[src/rtl/ldp2_pkg.sv]
// Constants and types for the page-2 link diagnostic register bank.
// Assumes a 16-bit management register port with 5-bit register numbers.
package ldp2_pkg;

   // Register port geometry
   localparam int ADDR_W = 5;
   localparam int DATA_W = 16;
   localparam int PAGE_W = 2;
   localparam int LEN_W = 8;
   localparam int OFS_W = 8;

   // Register numbers
   localparam logic [ADDR_W-1:0] PAGE_SEL_ADDR = 5'h13;
   localparam logic [ADDR_W-1:0] ESTIMATED_WIRE_METERS_ADDR = 5'h14;
   localparam logic [ADDR_W-1:0] CLK_OFS_ADDR = 5'h15;

   // Page code that maps the diagnostic registers
   localparam logic [PAGE_W-1:0] DIAG_PAGE = 2'h2;

   // Field positions in the offset sample and length registers
   localparam int TRIG_BIT = 15;
   localparam int SEL_BIT = 8;
   localparam int OFS_LSB = 0;
   localparam int LEN_LSB = 0;

   // Reset values
   localparam logic [PAGE_W-1:0] PAGE_RST = 2'h0;
   localparam logic [LEN_W-1:0] LEN_RST = 8'h00;
   localparam logic [OFS_W-1:0] OFS_RST = 8'h00;
   localparam logic SEL_RST = 1'b0;
   localparam logic [DATA_W-1:0] RDATA_RST = 16'h0000;

   // Code returned when the cable length is unknown
   localparam logic [LEN_W-1:0] LEN_UNKNOWN = 8'hff;

   // Sampler states
   typedef enum logic {
      SMP_IDLE = 1'b0,
      SMP_WAIT = 1'b1
   } ldp2_smp_state_t;

endpackage

[src/rtl/ldp2_diag_if.sv]
// Carrier between the register decoder and its two helper modules.
// Assumes all parties run on the same management clock.
`timescale 1ns/1ps
interface ldp2_diag_if;
   // Sample request and selection from the decoder
   logic trig;
   logic sel;
   // Sampler state and captured value
   logic busy;
   logic [ldp2_pkg::OFS_W-1:0] offset;
   // Cable length as seen by software
   logic [ldp2_pkg::LEN_W-1:0] len;

   modport regs (output trig, output sel, input busy, input offset, input len);
   modport sampler (input trig, input sel, output busy, output offset);
   modport cable (output len);
endinterface

[src/rtl/ldp2_freq_sampler.sv]
// Polls the receive DSP for a frequency offset or control value.
// Assumes the DSP answers a held request with a one-cycle acknowledge.
`timescale 1ns/1ps
module ldp2_freq_sampler (
   // Clock and reset
   input wire logic mclk_i,
   input wire logic arst_n_i,
   // Decoder side
   ldp2_diag_if.sampler dif,
   // DSP poll handshake
   output logic poll_req_o,
   output logic poll_sel_o,
   input wire logic poll_ack_i,
   input wire logic [ldp2_pkg::OFS_W-1:0] poll_data_i
);

   typedef struct packed {
      ldp2_pkg::ldp2_smp_state_t state;
      logic req;
      logic sel;
      logic [ldp2_pkg::OFS_W-1:0] offset;
   } ldp2_smp_t;

   ldp2_smp_t q;
   ldp2_smp_t next_q;

   // Request, wait for acknowledge, capture
   always_comb begin
      next_q = q;
      case (q.state)
         ldp2_pkg::SMP_IDLE: begin
            if (dif.trig) begin
               next_q.req = 1'b1;
               next_q.sel = dif.sel;
               next_q.state = ldp2_pkg::SMP_WAIT;
            end
         end
         ldp2_pkg::SMP_WAIT: begin
            if (poll_ack_i) begin
               next_q.offset = poll_data_i;
               next_q.req = 1'b0;
               next_q.state = ldp2_pkg::SMP_IDLE;
            end
         end
         default: next_q.state = ldp2_pkg::SMP_IDLE;
      endcase
   end

   // State register
   always_ff @(posedge mclk_i or negedge arst_n_i) begin
      if (!arst_n_i) begin
         q <= '{ldp2_pkg::SMP_IDLE, 1'b0, ldp2_pkg::SEL_RST, ldp2_pkg::OFS_RST};
      end else begin
         q <= next_q;
      end
   end

   assign poll_req_o = q.req;
   assign poll_sel_o = q.sel;
   assign dif.busy = q.req;
   assign dif.offset = q.offset;

   a_poll_start: assert property (@(posedge mclk_i) disable iff (!arst_n_i)
      (dif.trig && !q.req) |=> (poll_req_o && poll_sel_o == $past(dif.sel)))
      else $error("poll not started with selected source");
   a_ofs_hold: assert property (@(posedge mclk_i) disable iff (!arst_n_i)
      !(q.req && poll_ack_i) |=> $stable(dif.offset))
      else $error("offset changed without a sample");
   a_ofs_load: assert property (@(posedge mclk_i) disable iff (!arst_n_i)
      (q.req && poll_ack_i) |=> (dif.offset == $past(poll_data_i) && !poll_req_o))
      else $error("offset not loaded from DSP answer");
   a_req_held: assert property (@(posedge mclk_i) disable iff (!arst_n_i)
      (poll_req_o && !poll_ack_i) |=> (poll_req_o && $stable(poll_sel_o)))
      else $error("poll request dropped before acknowledge");

endmodule // ldp2_freq_sampler

[src/rtl/ldp2_estimated_wire_meters.sv]
// Qualifies the cable length estimate for software.
// Assumes speed, link and estimate come from logic on the same clock.
`timescale 1ns/1ps
module ldp2_estimated_wire_meters (
   // Clock and reset
   input wire logic mclk_i,
   input wire logic arst_n_i,
   // Link state and estimator
   input wire logic speed_100_i,
   input wire logic link_ok_i,
   input wire logic len_est_ok_i,
   input wire logic [ldp2_pkg::LEN_W-1:0] len_est_i,
   // Decoder side
   ldp2_diag_if.cable dif
);

   typedef struct packed {
      logic [ldp2_pkg::LEN_W-1:0] len;
   } ldp2_len_t;

   ldp2_len_t q;
   ldp2_len_t next_q;
   logic usable;

   // Estimate only meaningful at 100Mb with link up
   assign usable = speed_100_i && link_ok_i && len_est_ok_i;

   // Pass the estimate or flag it unknown
   always_comb begin
      next_q = q;
      if (usable) begin
         next_q.len = len_est_i;
      end else begin
         next_q.len = ldp2_pkg::LEN_UNKNOWN;
      end
   end

   // Length register
   always_ff @(posedge mclk_i or negedge arst_n_i) begin
      if (!arst_n_i) begin
         q <= '{len: ldp2_pkg::LEN_RST};
      end else begin
         q <= next_q;
      end
   end

   assign dif.len = q.len;

   a_len_unknown: assert property (@(posedge mclk_i) disable iff (!arst_n_i)
      !usable |=> (dif.len == ldp2_pkg::LEN_UNKNOWN))
      else $error("length not flagged unknown");
   a_len_pass: assert property (@(posedge mclk_i) disable iff (!arst_n_i)
      usable |=> (dif.len == $past(len_est_i)))
      else $error("valid estimate not passed through");

endmodule // ldp2_estimated_wire_meters

[src/rtl/ldp2_link_diag_page2_regs.sv]
// Page-2 link diagnostic registers: cable length and clock offset sample.
// Assumes a single-cycle register port with read data one cycle later.
//
// Operation
// - Diagnostic registers visible only on page two
// - Length meaningful only at 100Mb, link up
// - Length in meters, all-ones when unknown
// - Reserved bits ignore writes, read zero
// - Trigger with select clear fetches long-term offset
// - Trigger with select set fetches control value
// - Trigger bit always reads back zero
// - Offset field loads only on a trigger
// - Offset is signed, about 5.1562ppm steps
// - 0x7F max positive, 0x80 max negative
// - Control value includes short-term phase correction
`timescale 1ns/1ps
module ldp2_link_diag_page2_regs (
   // Clock and reset
   input wire logic mclk_i,
   input wire logic arst_n_i,
   // Register port
   input wire logic [ldp2_pkg::ADDR_W-1:0] addr_i,
   input wire logic [ldp2_pkg::DATA_W-1:0] wdata_i,
   input wire logic wr_i,
   input wire logic rd_i,
   output logic [ldp2_pkg::DATA_W-1:0] rdata_o,
   // Link state from the receive path
   input wire logic speed_100_i,
   input wire logic link_ok_i,
   // Cable length estimator
   input wire logic len_est_ok_i,
   input wire logic [ldp2_pkg::LEN_W-1:0] len_est_i,
   // DSP poll handshake
   output logic poll_req_o,
   output logic poll_sel_o,
   input wire logic poll_ack_i,
   input wire logic [ldp2_pkg::OFS_W-1:0] poll_data_i
);

   typedef struct packed {
      logic [ldp2_pkg::PAGE_W-1:0] page;
      logic sel;
      logic trig;
      logic [ldp2_pkg::DATA_W-1:0] rdata;
   } ldp2_regs_t;

   ldp2_regs_t q;
   ldp2_regs_t next_q;
   logic on_diag_page;
   logic [ldp2_pkg::DATA_W-1:0] len_word;
   logic [ldp2_pkg::DATA_W-1:0] ofs_word;
   // Decoded write hits and fields, watched by the checks below
   logic wr_ofs_hit;
   logic wr_trig_hit;
   logic [ldp2_pkg::PAGE_W-1:0] wr_page_code;
   logic wr_sel_bit;

   ldp2_diag_if dif ();

   // Offset sampler
   ldp2_freq_sampler u_sampler (
      .mclk_i(mclk_i),
      .arst_n_i(arst_n_i),
      .dif(dif.sampler),
      .poll_req_o(poll_req_o),
      .poll_sel_o(poll_sel_o),
      .poll_ack_i(poll_ack_i),
      .poll_data_i(poll_data_i)
   );

   // Cable length qualifier
   ldp2_estimated_wire_meters u_cable (
      .mclk_i(mclk_i),
      .arst_n_i(arst_n_i),
      .speed_100_i(speed_100_i),
      .link_ok_i(link_ok_i),
      .len_est_ok_i(len_est_ok_i),
      .len_est_i(len_est_i),
      .dif(dif.cable)
   );

   // Page gate for the diagnostic registers
   assign on_diag_page = (q.page == ldp2_pkg::DIAG_PAGE);

   // Write hits and fields as the checks see them
   assign wr_ofs_hit = wr_i && on_diag_page && (addr_i == ldp2_pkg::CLK_OFS_ADDR);
   assign wr_trig_hit = wr_ofs_hit && wdata_i[ldp2_pkg::TRIG_BIT];
   assign wr_page_code = wdata_i[ldp2_pkg::PAGE_W-1:0];
   assign wr_sel_bit = wdata_i[ldp2_pkg::SEL_BIT];

   // Read words; reserved bits and trigger tied to zero
   always_comb begin
      len_word = '0;
      len_word[ldp2_pkg::LEN_LSB +: ldp2_pkg::LEN_W] = dif.len;
      ofs_word = '0;
      ofs_word[ldp2_pkg::SEL_BIT] = q.sel;
      ofs_word[ldp2_pkg::OFS_LSB +: ldp2_pkg::OFS_W] = dif.offset;
   end

   // Write decode, trigger pulse, read data
   always_comb begin
      next_q = q;
      next_q.trig = 1'b0;
      next_q.rdata = '0;
      if (wr_i) begin
         if (addr_i == ldp2_pkg::PAGE_SEL_ADDR) begin
            next_q.page = wdata_i[ldp2_pkg::PAGE_W-1:0];
         end else if (on_diag_page && addr_i == ldp2_pkg::CLK_OFS_ADDR) begin
            next_q.sel = wdata_i[ldp2_pkg::SEL_BIT];
            next_q.trig = wdata_i[ldp2_pkg::TRIG_BIT];
         end
      end
      if (rd_i) begin
         if (addr_i == ldp2_pkg::PAGE_SEL_ADDR) begin
            next_q.rdata[ldp2_pkg::PAGE_W-1:0] = q.page;
         end else if (on_diag_page && addr_i == ldp2_pkg::ESTIMATED_WIRE_METERS_ADDR) begin
            next_q.rdata = len_word;
         end else if (on_diag_page && addr_i == ldp2_pkg::CLK_OFS_ADDR) begin
            next_q.rdata = ofs_word;
         end
      end
   end

   // State register
   always_ff @(posedge mclk_i or negedge arst_n_i) begin
      if (!arst_n_i) begin
         q <= '{ldp2_pkg::PAGE_RST, ldp2_pkg::SEL_RST, 1'b0, ldp2_pkg::RDATA_RST};
      end else begin
         q <= next_q;
      end
   end

   assign dif.trig = q.trig;
   assign dif.sel = q.sel;
   assign rdata_o = q.rdata;

   // Page gate on diagnostic writes and reads
   a_page_gate_wr: assert property (@(posedge mclk_i) disable iff (!arst_n_i)
      (wr_i && !on_diag_page && addr_i != ldp2_pkg::PAGE_SEL_ADDR) |=> ($stable(q.sel) && !q.trig))
      else $error("diagnostic write taken off page two");

   a_page_gate_rd: assert property (@(posedge mclk_i) disable iff (!arst_n_i)
      (rd_i && !on_diag_page && addr_i != ldp2_pkg::PAGE_SEL_ADDR) |=> (rdata_o == '0))
      else $error("diagnostic read answered off page two");

   // Page selector stores, holds and reads back its code
   a_page_write: assert property (@(posedge mclk_i) disable iff (!arst_n_i)
      (wr_i && addr_i == ldp2_pkg::PAGE_SEL_ADDR) |=> (q.page == $past(wr_page_code)))
      else $error("page code not stored");

   a_page_hold: assert property (@(posedge mclk_i) disable iff (!arst_n_i)
      !(wr_i && addr_i == ldp2_pkg::PAGE_SEL_ADDR) |=> $stable(q.page))
      else $error("page code changed without a write");

   a_page_read: assert property (@(posedge mclk_i) disable iff (!arst_n_i)
      (rd_i && addr_i == ldp2_pkg::PAGE_SEL_ADDR)
      |=> (rdata_o[ldp2_pkg::DATA_W-1:ldp2_pkg::PAGE_W] == '0
      && rdata_o[ldp2_pkg::PAGE_W-1:0] == $past(q.page)))
      else $error("page code read back wrong");

   // Length word: reserved bits zero, estimate below
   a_len_read: assert property (@(posedge mclk_i) disable iff (!arst_n_i)
      (rd_i && on_diag_page && addr_i == ldp2_pkg::ESTIMATED_WIRE_METERS_ADDR)
      |=> (rdata_o[15:8] == 8'h00 && rdata_o[7:0] == $past(dif.len)))
      else $error("length read word wrong");

   // Select bit follows writes to the offset register only
   a_sel_write: assert property (@(posedge mclk_i) disable iff (!arst_n_i)
      wr_ofs_hit |=> (q.sel == $past(wr_sel_bit)))
      else $error("select bit not stored");

   a_sel_hold: assert property (@(posedge mclk_i) disable iff (!arst_n_i)
      !wr_ofs_hit |=> $stable(q.sel))
      else $error("select bit changed without a write");

   // Trigger is one pulse, and only from a trigger write
   a_trig_pulse: assert property (@(posedge mclk_i) disable iff (!arst_n_i)
      wr_trig_hit |=> q.trig)
      else $error("trigger write not taken");

   a_trig_source: assert property (@(posedge mclk_i) disable iff (!arst_n_i)
      q.trig |-> $past(wr_trig_hit))
      else $error("trigger without a trigger write");

   a_trig_len_addr: assert property (@(posedge mclk_i) disable iff (!arst_n_i)
      (wr_i && addr_i == ldp2_pkg::ESTIMATED_WIRE_METERS_ADDR) |=> (!q.trig && $stable(q.sel)))
      else $error("length register write had an effect");

   // Trigger while a poll is pending leaves the source alone
   a_busy_drop: assert property (@(posedge mclk_i) disable iff (!arst_n_i)
      (q.trig && dif.busy) |=> $stable(poll_sel_o))
      else $error("pending poll source changed");

   // Poll outputs start only from a trigger, with its select
   a_req_from_trig: assert property (@(posedge mclk_i) disable iff (!arst_n_i)
      $rose(poll_req_o) |-> $past(q.trig))
      else $error("poll started without a trigger");

   a_req_sel: assert property (@(posedge mclk_i) disable iff (!arst_n_i)
      $rose(poll_req_o) |-> (poll_sel_o == $past(q.sel)))
      else $error("poll source differs from select bit");

   a_req_quiet: assert property (@(posedge mclk_i) disable iff (!arst_n_i)
      !(q.trig || poll_ack_i) |=> $stable(poll_req_o))
      else $error("poll request moved without trigger or answer");

   // Offset word: trigger and reserved bits zero
   a_trig_zero: assert property (@(posedge mclk_i) disable iff (!arst_n_i)
      (rd_i && on_diag_page && addr_i == ldp2_pkg::CLK_OFS_ADDR)
      |=> (rdata_o[15:9] == 7'h00 && rdata_o[8] == $past(q.sel)))
      else $error("trigger or reserved bits read nonzero");

   a_ofs_read: assert property (@(posedge mclk_i) disable iff (!arst_n_i)
      (rd_i && on_diag_page && addr_i == ldp2_pkg::CLK_OFS_ADDR)
      |=> (rdata_o[7:0] == $past(dif.offset)))
      else $error("offset read differs from captured value");

   // Unmapped reads and idle cycles answer zero
   a_unmapped_read: assert property (@(posedge mclk_i) disable iff (!arst_n_i)
      (rd_i && addr_i != ldp2_pkg::PAGE_SEL_ADDR && addr_i != ldp2_pkg::ESTIMATED_WIRE_METERS_ADDR
      && addr_i != ldp2_pkg::CLK_OFS_ADDR) |=> (rdata_o == '0))
      else $error("unmapped read answered nonzero");

   a_rdata_idle: assert property (@(posedge mclk_i) disable iff (!arst_n_i)
      !rd_i |=> (rdata_o == '0))
      else $error("read data outside read answer");

endmodule // ldp2_link_diag_page2_regs

[config.mk]
export PLATFORM = sky130hd
export DESIGN_NAME = ldp2_link_diag_page2_regs
export DESIGN_NICKNAME = d
export VERILOG_FILES = /design/src/rtl/ldp2_pkg.sv /design/src/rtl/ldp2_diag_if.sv /design/src/rtl/ldp2_freq_sampler.sv /design/src/rtl/ldp2_estimated_wire_meters.sv /design/src/rtl/ldp2_link_diag_page2_regs.sv
export SDC_FILE = /design/constraint.sdc
export NUM_CORES = 1
export LEC_CHECK = 0
export BUFFER_PORTS_ARGS = -buffer_cell sky130_fd_sc_hd__buf_2
export CAP_MARGIN = 30
export CELL_PAD_IN_SITES_DETAIL_PLACEMENT = 0
export CELL_PAD_IN_SITES_GLOBAL_PLACEMENT = 1
export CORE_ASPECT_RATIO = 1.25
export CORE_MARGIN = 2
export CORE_UTILIZATION = 37
export CTS_CLUSTER_DIAMETER = 50
export DETAILED_ROUTE_END_ITERATION = 8
export PLACE_DENSITY_LB_ADDON = 0.05
export SLEW_MARGIN = 25
export SYNTH_ARGS = -nofsm -noshare
export SYNTH_HDL_FRONTEND = slang
export SYNTH_SLANG_ARGS = --single-unit
[constraint.sdc]
create_clock -name mclk_i -period 2.3 [get_ports mclk_i]
set_input_delay 0.115 -clock mclk_i [delete_from_list [all_inputs] [get_ports mclk_i]]
set_output_delay 0.115 -clock mclk_i [all_outputs]
set_load 0.02 [all_outputs]
==> metrics.csv <==
stage,metric,value,unit
setup_path,cp.required,2470,ps
timing,period_share,56.9,%
die,die_w,58.1,microns
setup_path,setup.worst_path.class,reg2reg,
synthesis,synth-xor-area-share,0,%
final_layout,drive_gt1_share,49.0,%
die,core-area,3480,sq um
synthesis,syn_area_per_cell,12.8,sq um
place,detailed_place_hpwl,1680,microns
place,gp_congestion,0.692,
setup_path,critPathArrivalTime,1480,ps
setup_path,path_cells,"and4bb_2, nand4_1, mux2_4",
synthesis,synthesis.area,1350,sq um
timing,maxSlewViolCount,0,
place,io_buffers,43,
synthesis,yosys.area_share.adder,0,%
power_and_ir_drop,combPwrFrac,10.9,%
synthesis,yosysWarnings,0,
global_route,antenna_found_initial,0,
cts,cts_tree,yes,
cts,worstSkewPairLatency,280,ps
place,place_ws,973,ps
timing,worst_slack,991,ps
setup_path,cpPeakStageDelay,390,ps
synthesis,ys_seq_area_share,59.1,%
synthesis,synthMuxAreaShare,16.4,%
setup_path,crit-reg2reg-launch,q[18],
final_layout,post-route-util,47.3,%
global_route,grt_pass1_wl,3740,microns
synthesis,ys_ff_latch,32,
final_layout,fillerInstances,357,
route,post_drt_via_cell_ratio,4.51,
route,drtPass1Iterations,4,
setup_path,r2r.worst_path.cells,3,
cts,htreeDepth,2,
die,start_util,38.9,%
final_layout,antenna_cells,0,
cts,post_cts_buffers,0,
setup_path,startpoint,q[18],
power_and_ir_drop,p_int,0.00109,W
synthesis,ys_types,21,
global_route,grt_use_total,12.8,%
timing,setup_viol,0,
timing,max_slew_margin,54.0,%
route,wl_per_cell,12.4,microns
setup_path,reg2reg_slack,990,ps
setup_path,start_kind,flop,
route,wl,2310,microns
die,core.rowCount,24,
setup_path,endpoint_kind,flop,
cts,cts_buffers,5,
outcome,outcome,"complete, no violations",
route,initialDrtViolationCount,10,
setup_path,worstPathMaxFanout,5,
synthesis,synth_top_family_by_area,multiplexers,
synthesis,synthSimpleGateAreaFrac,12.4,%
final_layout,nNetsFinal,191,
cts,clk_path_buf_depth,2,
final_layout,area_growth_syn_to_layout,21.8,%
synthesis,synth_cells,106,
setup_path,r2r_end,dif.sel,
global_route,grt_max_degree,33,
power_and_ir_drop,netSwitchingPower,0.000287,W
timing,fmax,764,MHz
synthesis,synth_compound_area_share,2.13,%
job,cap_violations,0,
power_and_ir_drop,p_per_area,832,nW/um^2
global_route,grt_overflow,0,
cts,clock_sinks,32,
timing,tns,0,ps
worst_hold_path,hold_class,in2reg,
timing,period_minus_slack,1310,ps
die,die_area,4160,sq um
setup_path,endpoint,dif.sel,
route,ant_nets,0,
cts,clk_pin_slew,60,ps
power_and_ir_drop,power.share.clock,42.0,%
timing,holdWs,18.2,ps
cts,cts_root_buffer,clkbuf_8,
timing,worst_clock_skew,3.64,ps
power_and_ir_drop,p_leak,0.863,nW
die,ios,63,
global_route,grt_pass1_vias,855,
power_and_ir_drop,worst_ir_drop_vdd,0.484,mV
timing,hold_viol_final,0,
route,drc,0,
power_and_ir_drop,power_frac_seq,47.1,%
timing,worst_slew_pin_slew,690,ps
route,vias,839,
timing,rsz0062_at_grt,no,
power_and_ir_drop,switching_share,20.9,%
die,die_y,71.6,microns
setup_path,cp_slowest_cell,dfrtp_1,
[layout by cell type, fill, tap and decap left out]
| cell type | instances |
|---|---|
| a22oi_1 | 2 |
| mux2i_1 | 6 |
| conb_1 | 7 |
| nand2_1 | 3 |
| nor2_1 | 10 |
| nand2b_1 | 1 |
| or2_2 | 8 |
| mux2_4 | 1 |
| dlygate4sd3_1 | 1 |
| buf_2 | 43 |
| clkbuf_8 | 7 |
| and3_1 | 3 |
| o21a_1 | 1 |
| and4bb_2 | 1 |
| nand3_1 | 2 |
| o22ai_1 | 1 |
| nand4_1 | 1 |
| mux2_1 | 2 |
| inv_1 | 1 |
| dfrtp_1 | 32 |
| nor2b_1 | 1 |
| and3b_1 | 1 |
| bufinv_16 | 1 |
| mux2_2 | 11 |
[routing by layer]
metal / part of all wire, % / GRT usage (%) / up-vias
met5: 0 / 0 / -
met4: 2.3 / 6.20 / 0
met3: 6.6 / 6.50 / 5
met2: 52 / 20.5 / 28
met1: 39 / 13.8 / 396
li1: - / - / 410
[cell families after synthesis]
family | Yosys count
simple gates | 31
other cells | 1
buf+inv | 18
mux | 20
flops | 32
compound gates | 4
[repair_timing]
action / in CTS / in global routing
resized for setup: 0 / 0
hold buffers: 1 / 0
endpoints found under the hold margin: 32 / 0
[metrics by stage]
stage	power (W)	instance area [sq um]	std cells
after floorplan	0.000760	1380	112
after global placement	0.000803	1510	177
after detailed placement	0.000809	1510	177
after CTS	0.00140	1650	186
after global routing	0.00144	1650	186
final	0.00137	1650	186
[cells in the mapped netlist, drive strengths merged]
master	n	share of area, %
dfrtp	32	59
or2	8	3.7
nand3	2	0.74
and4bb	1	0.92
nand4	1	0.46
mux2i	6	4.4
and3	3	1.4
nor2b	1	0.46
nand2	3	0.83
buf	17	9.4
inv	1	0.28
o21a	1	0.55
conb	1	0.28
and3b	1	0.65
mux2	14	12
o22ai	1	0.46
nor2	10	2.8
nand2b	1	0.46
a22oi	2	1.1
[worst max-delay path: cells and delay by family (launching register included)]
kind / cells / cell delay [ps]
multiplexers: 1 / 320
flip-flops: 1 / 390
AND/OR/NAND/NOR: 2 / 490
[worst min path at each step]
stage | startpoint | to | cells after the start
2_1_floorplan | arst_n_i | dif.sel | 0
6_report | len_est_i[5] | u_cable.dif.len[5] | 2
3_5_place_dp | arst_n_i | rdata_o[6] | 1
5_1_grt | len_est_i[7] | u_cable.dif.len[7] | 2
4_1_cts | len_est_i[7] | u_cable.dif.len[7] | 2
3_3_place_gp | arst_n_i | rdata_o[4] | 1
[sequential cells by signal, summed over array words and instances, names as in the netlist]
name,count
rdata_o,9
dif.trig,1
q,2
u_sampler.dif.offset,8
u_sampler.poll_sel_o,1
u_sampler.q,1
dif.sel,1
u_sampler.dif.busy,1
u_cable.dif.len,8
[layout make-up]
cell class                 instances  area, sq um  share of cell area, %
clock buffer                       7         96.3                   5.84
clock inverter                     1         30.0                   1.82
inverter                           1         3.75                  0.228
multi-input combinational         62          444                   26.9
sequential                        32          801                   48.6
tap                               39         48.8                   2.96
timing repair buffer              44          225                   13.7
[power groups by stage]
stage / registers (W) / logic [W] / clock network (W)
finish: 0.000647 / 0.000149 / 0.000577
detailed placement: 0.000659 / 0.000150 / 0
global route: 0.000656 / 0.000166 / 0.000621
floorplan: 0.000651 / 0.000109 / 0
global placement: 0.000656 / 0.000147 / 0
CTS: 0.000648 / 0.000152 / 0.000600
No activity file was read; power rests on OpenSTA's default activity.
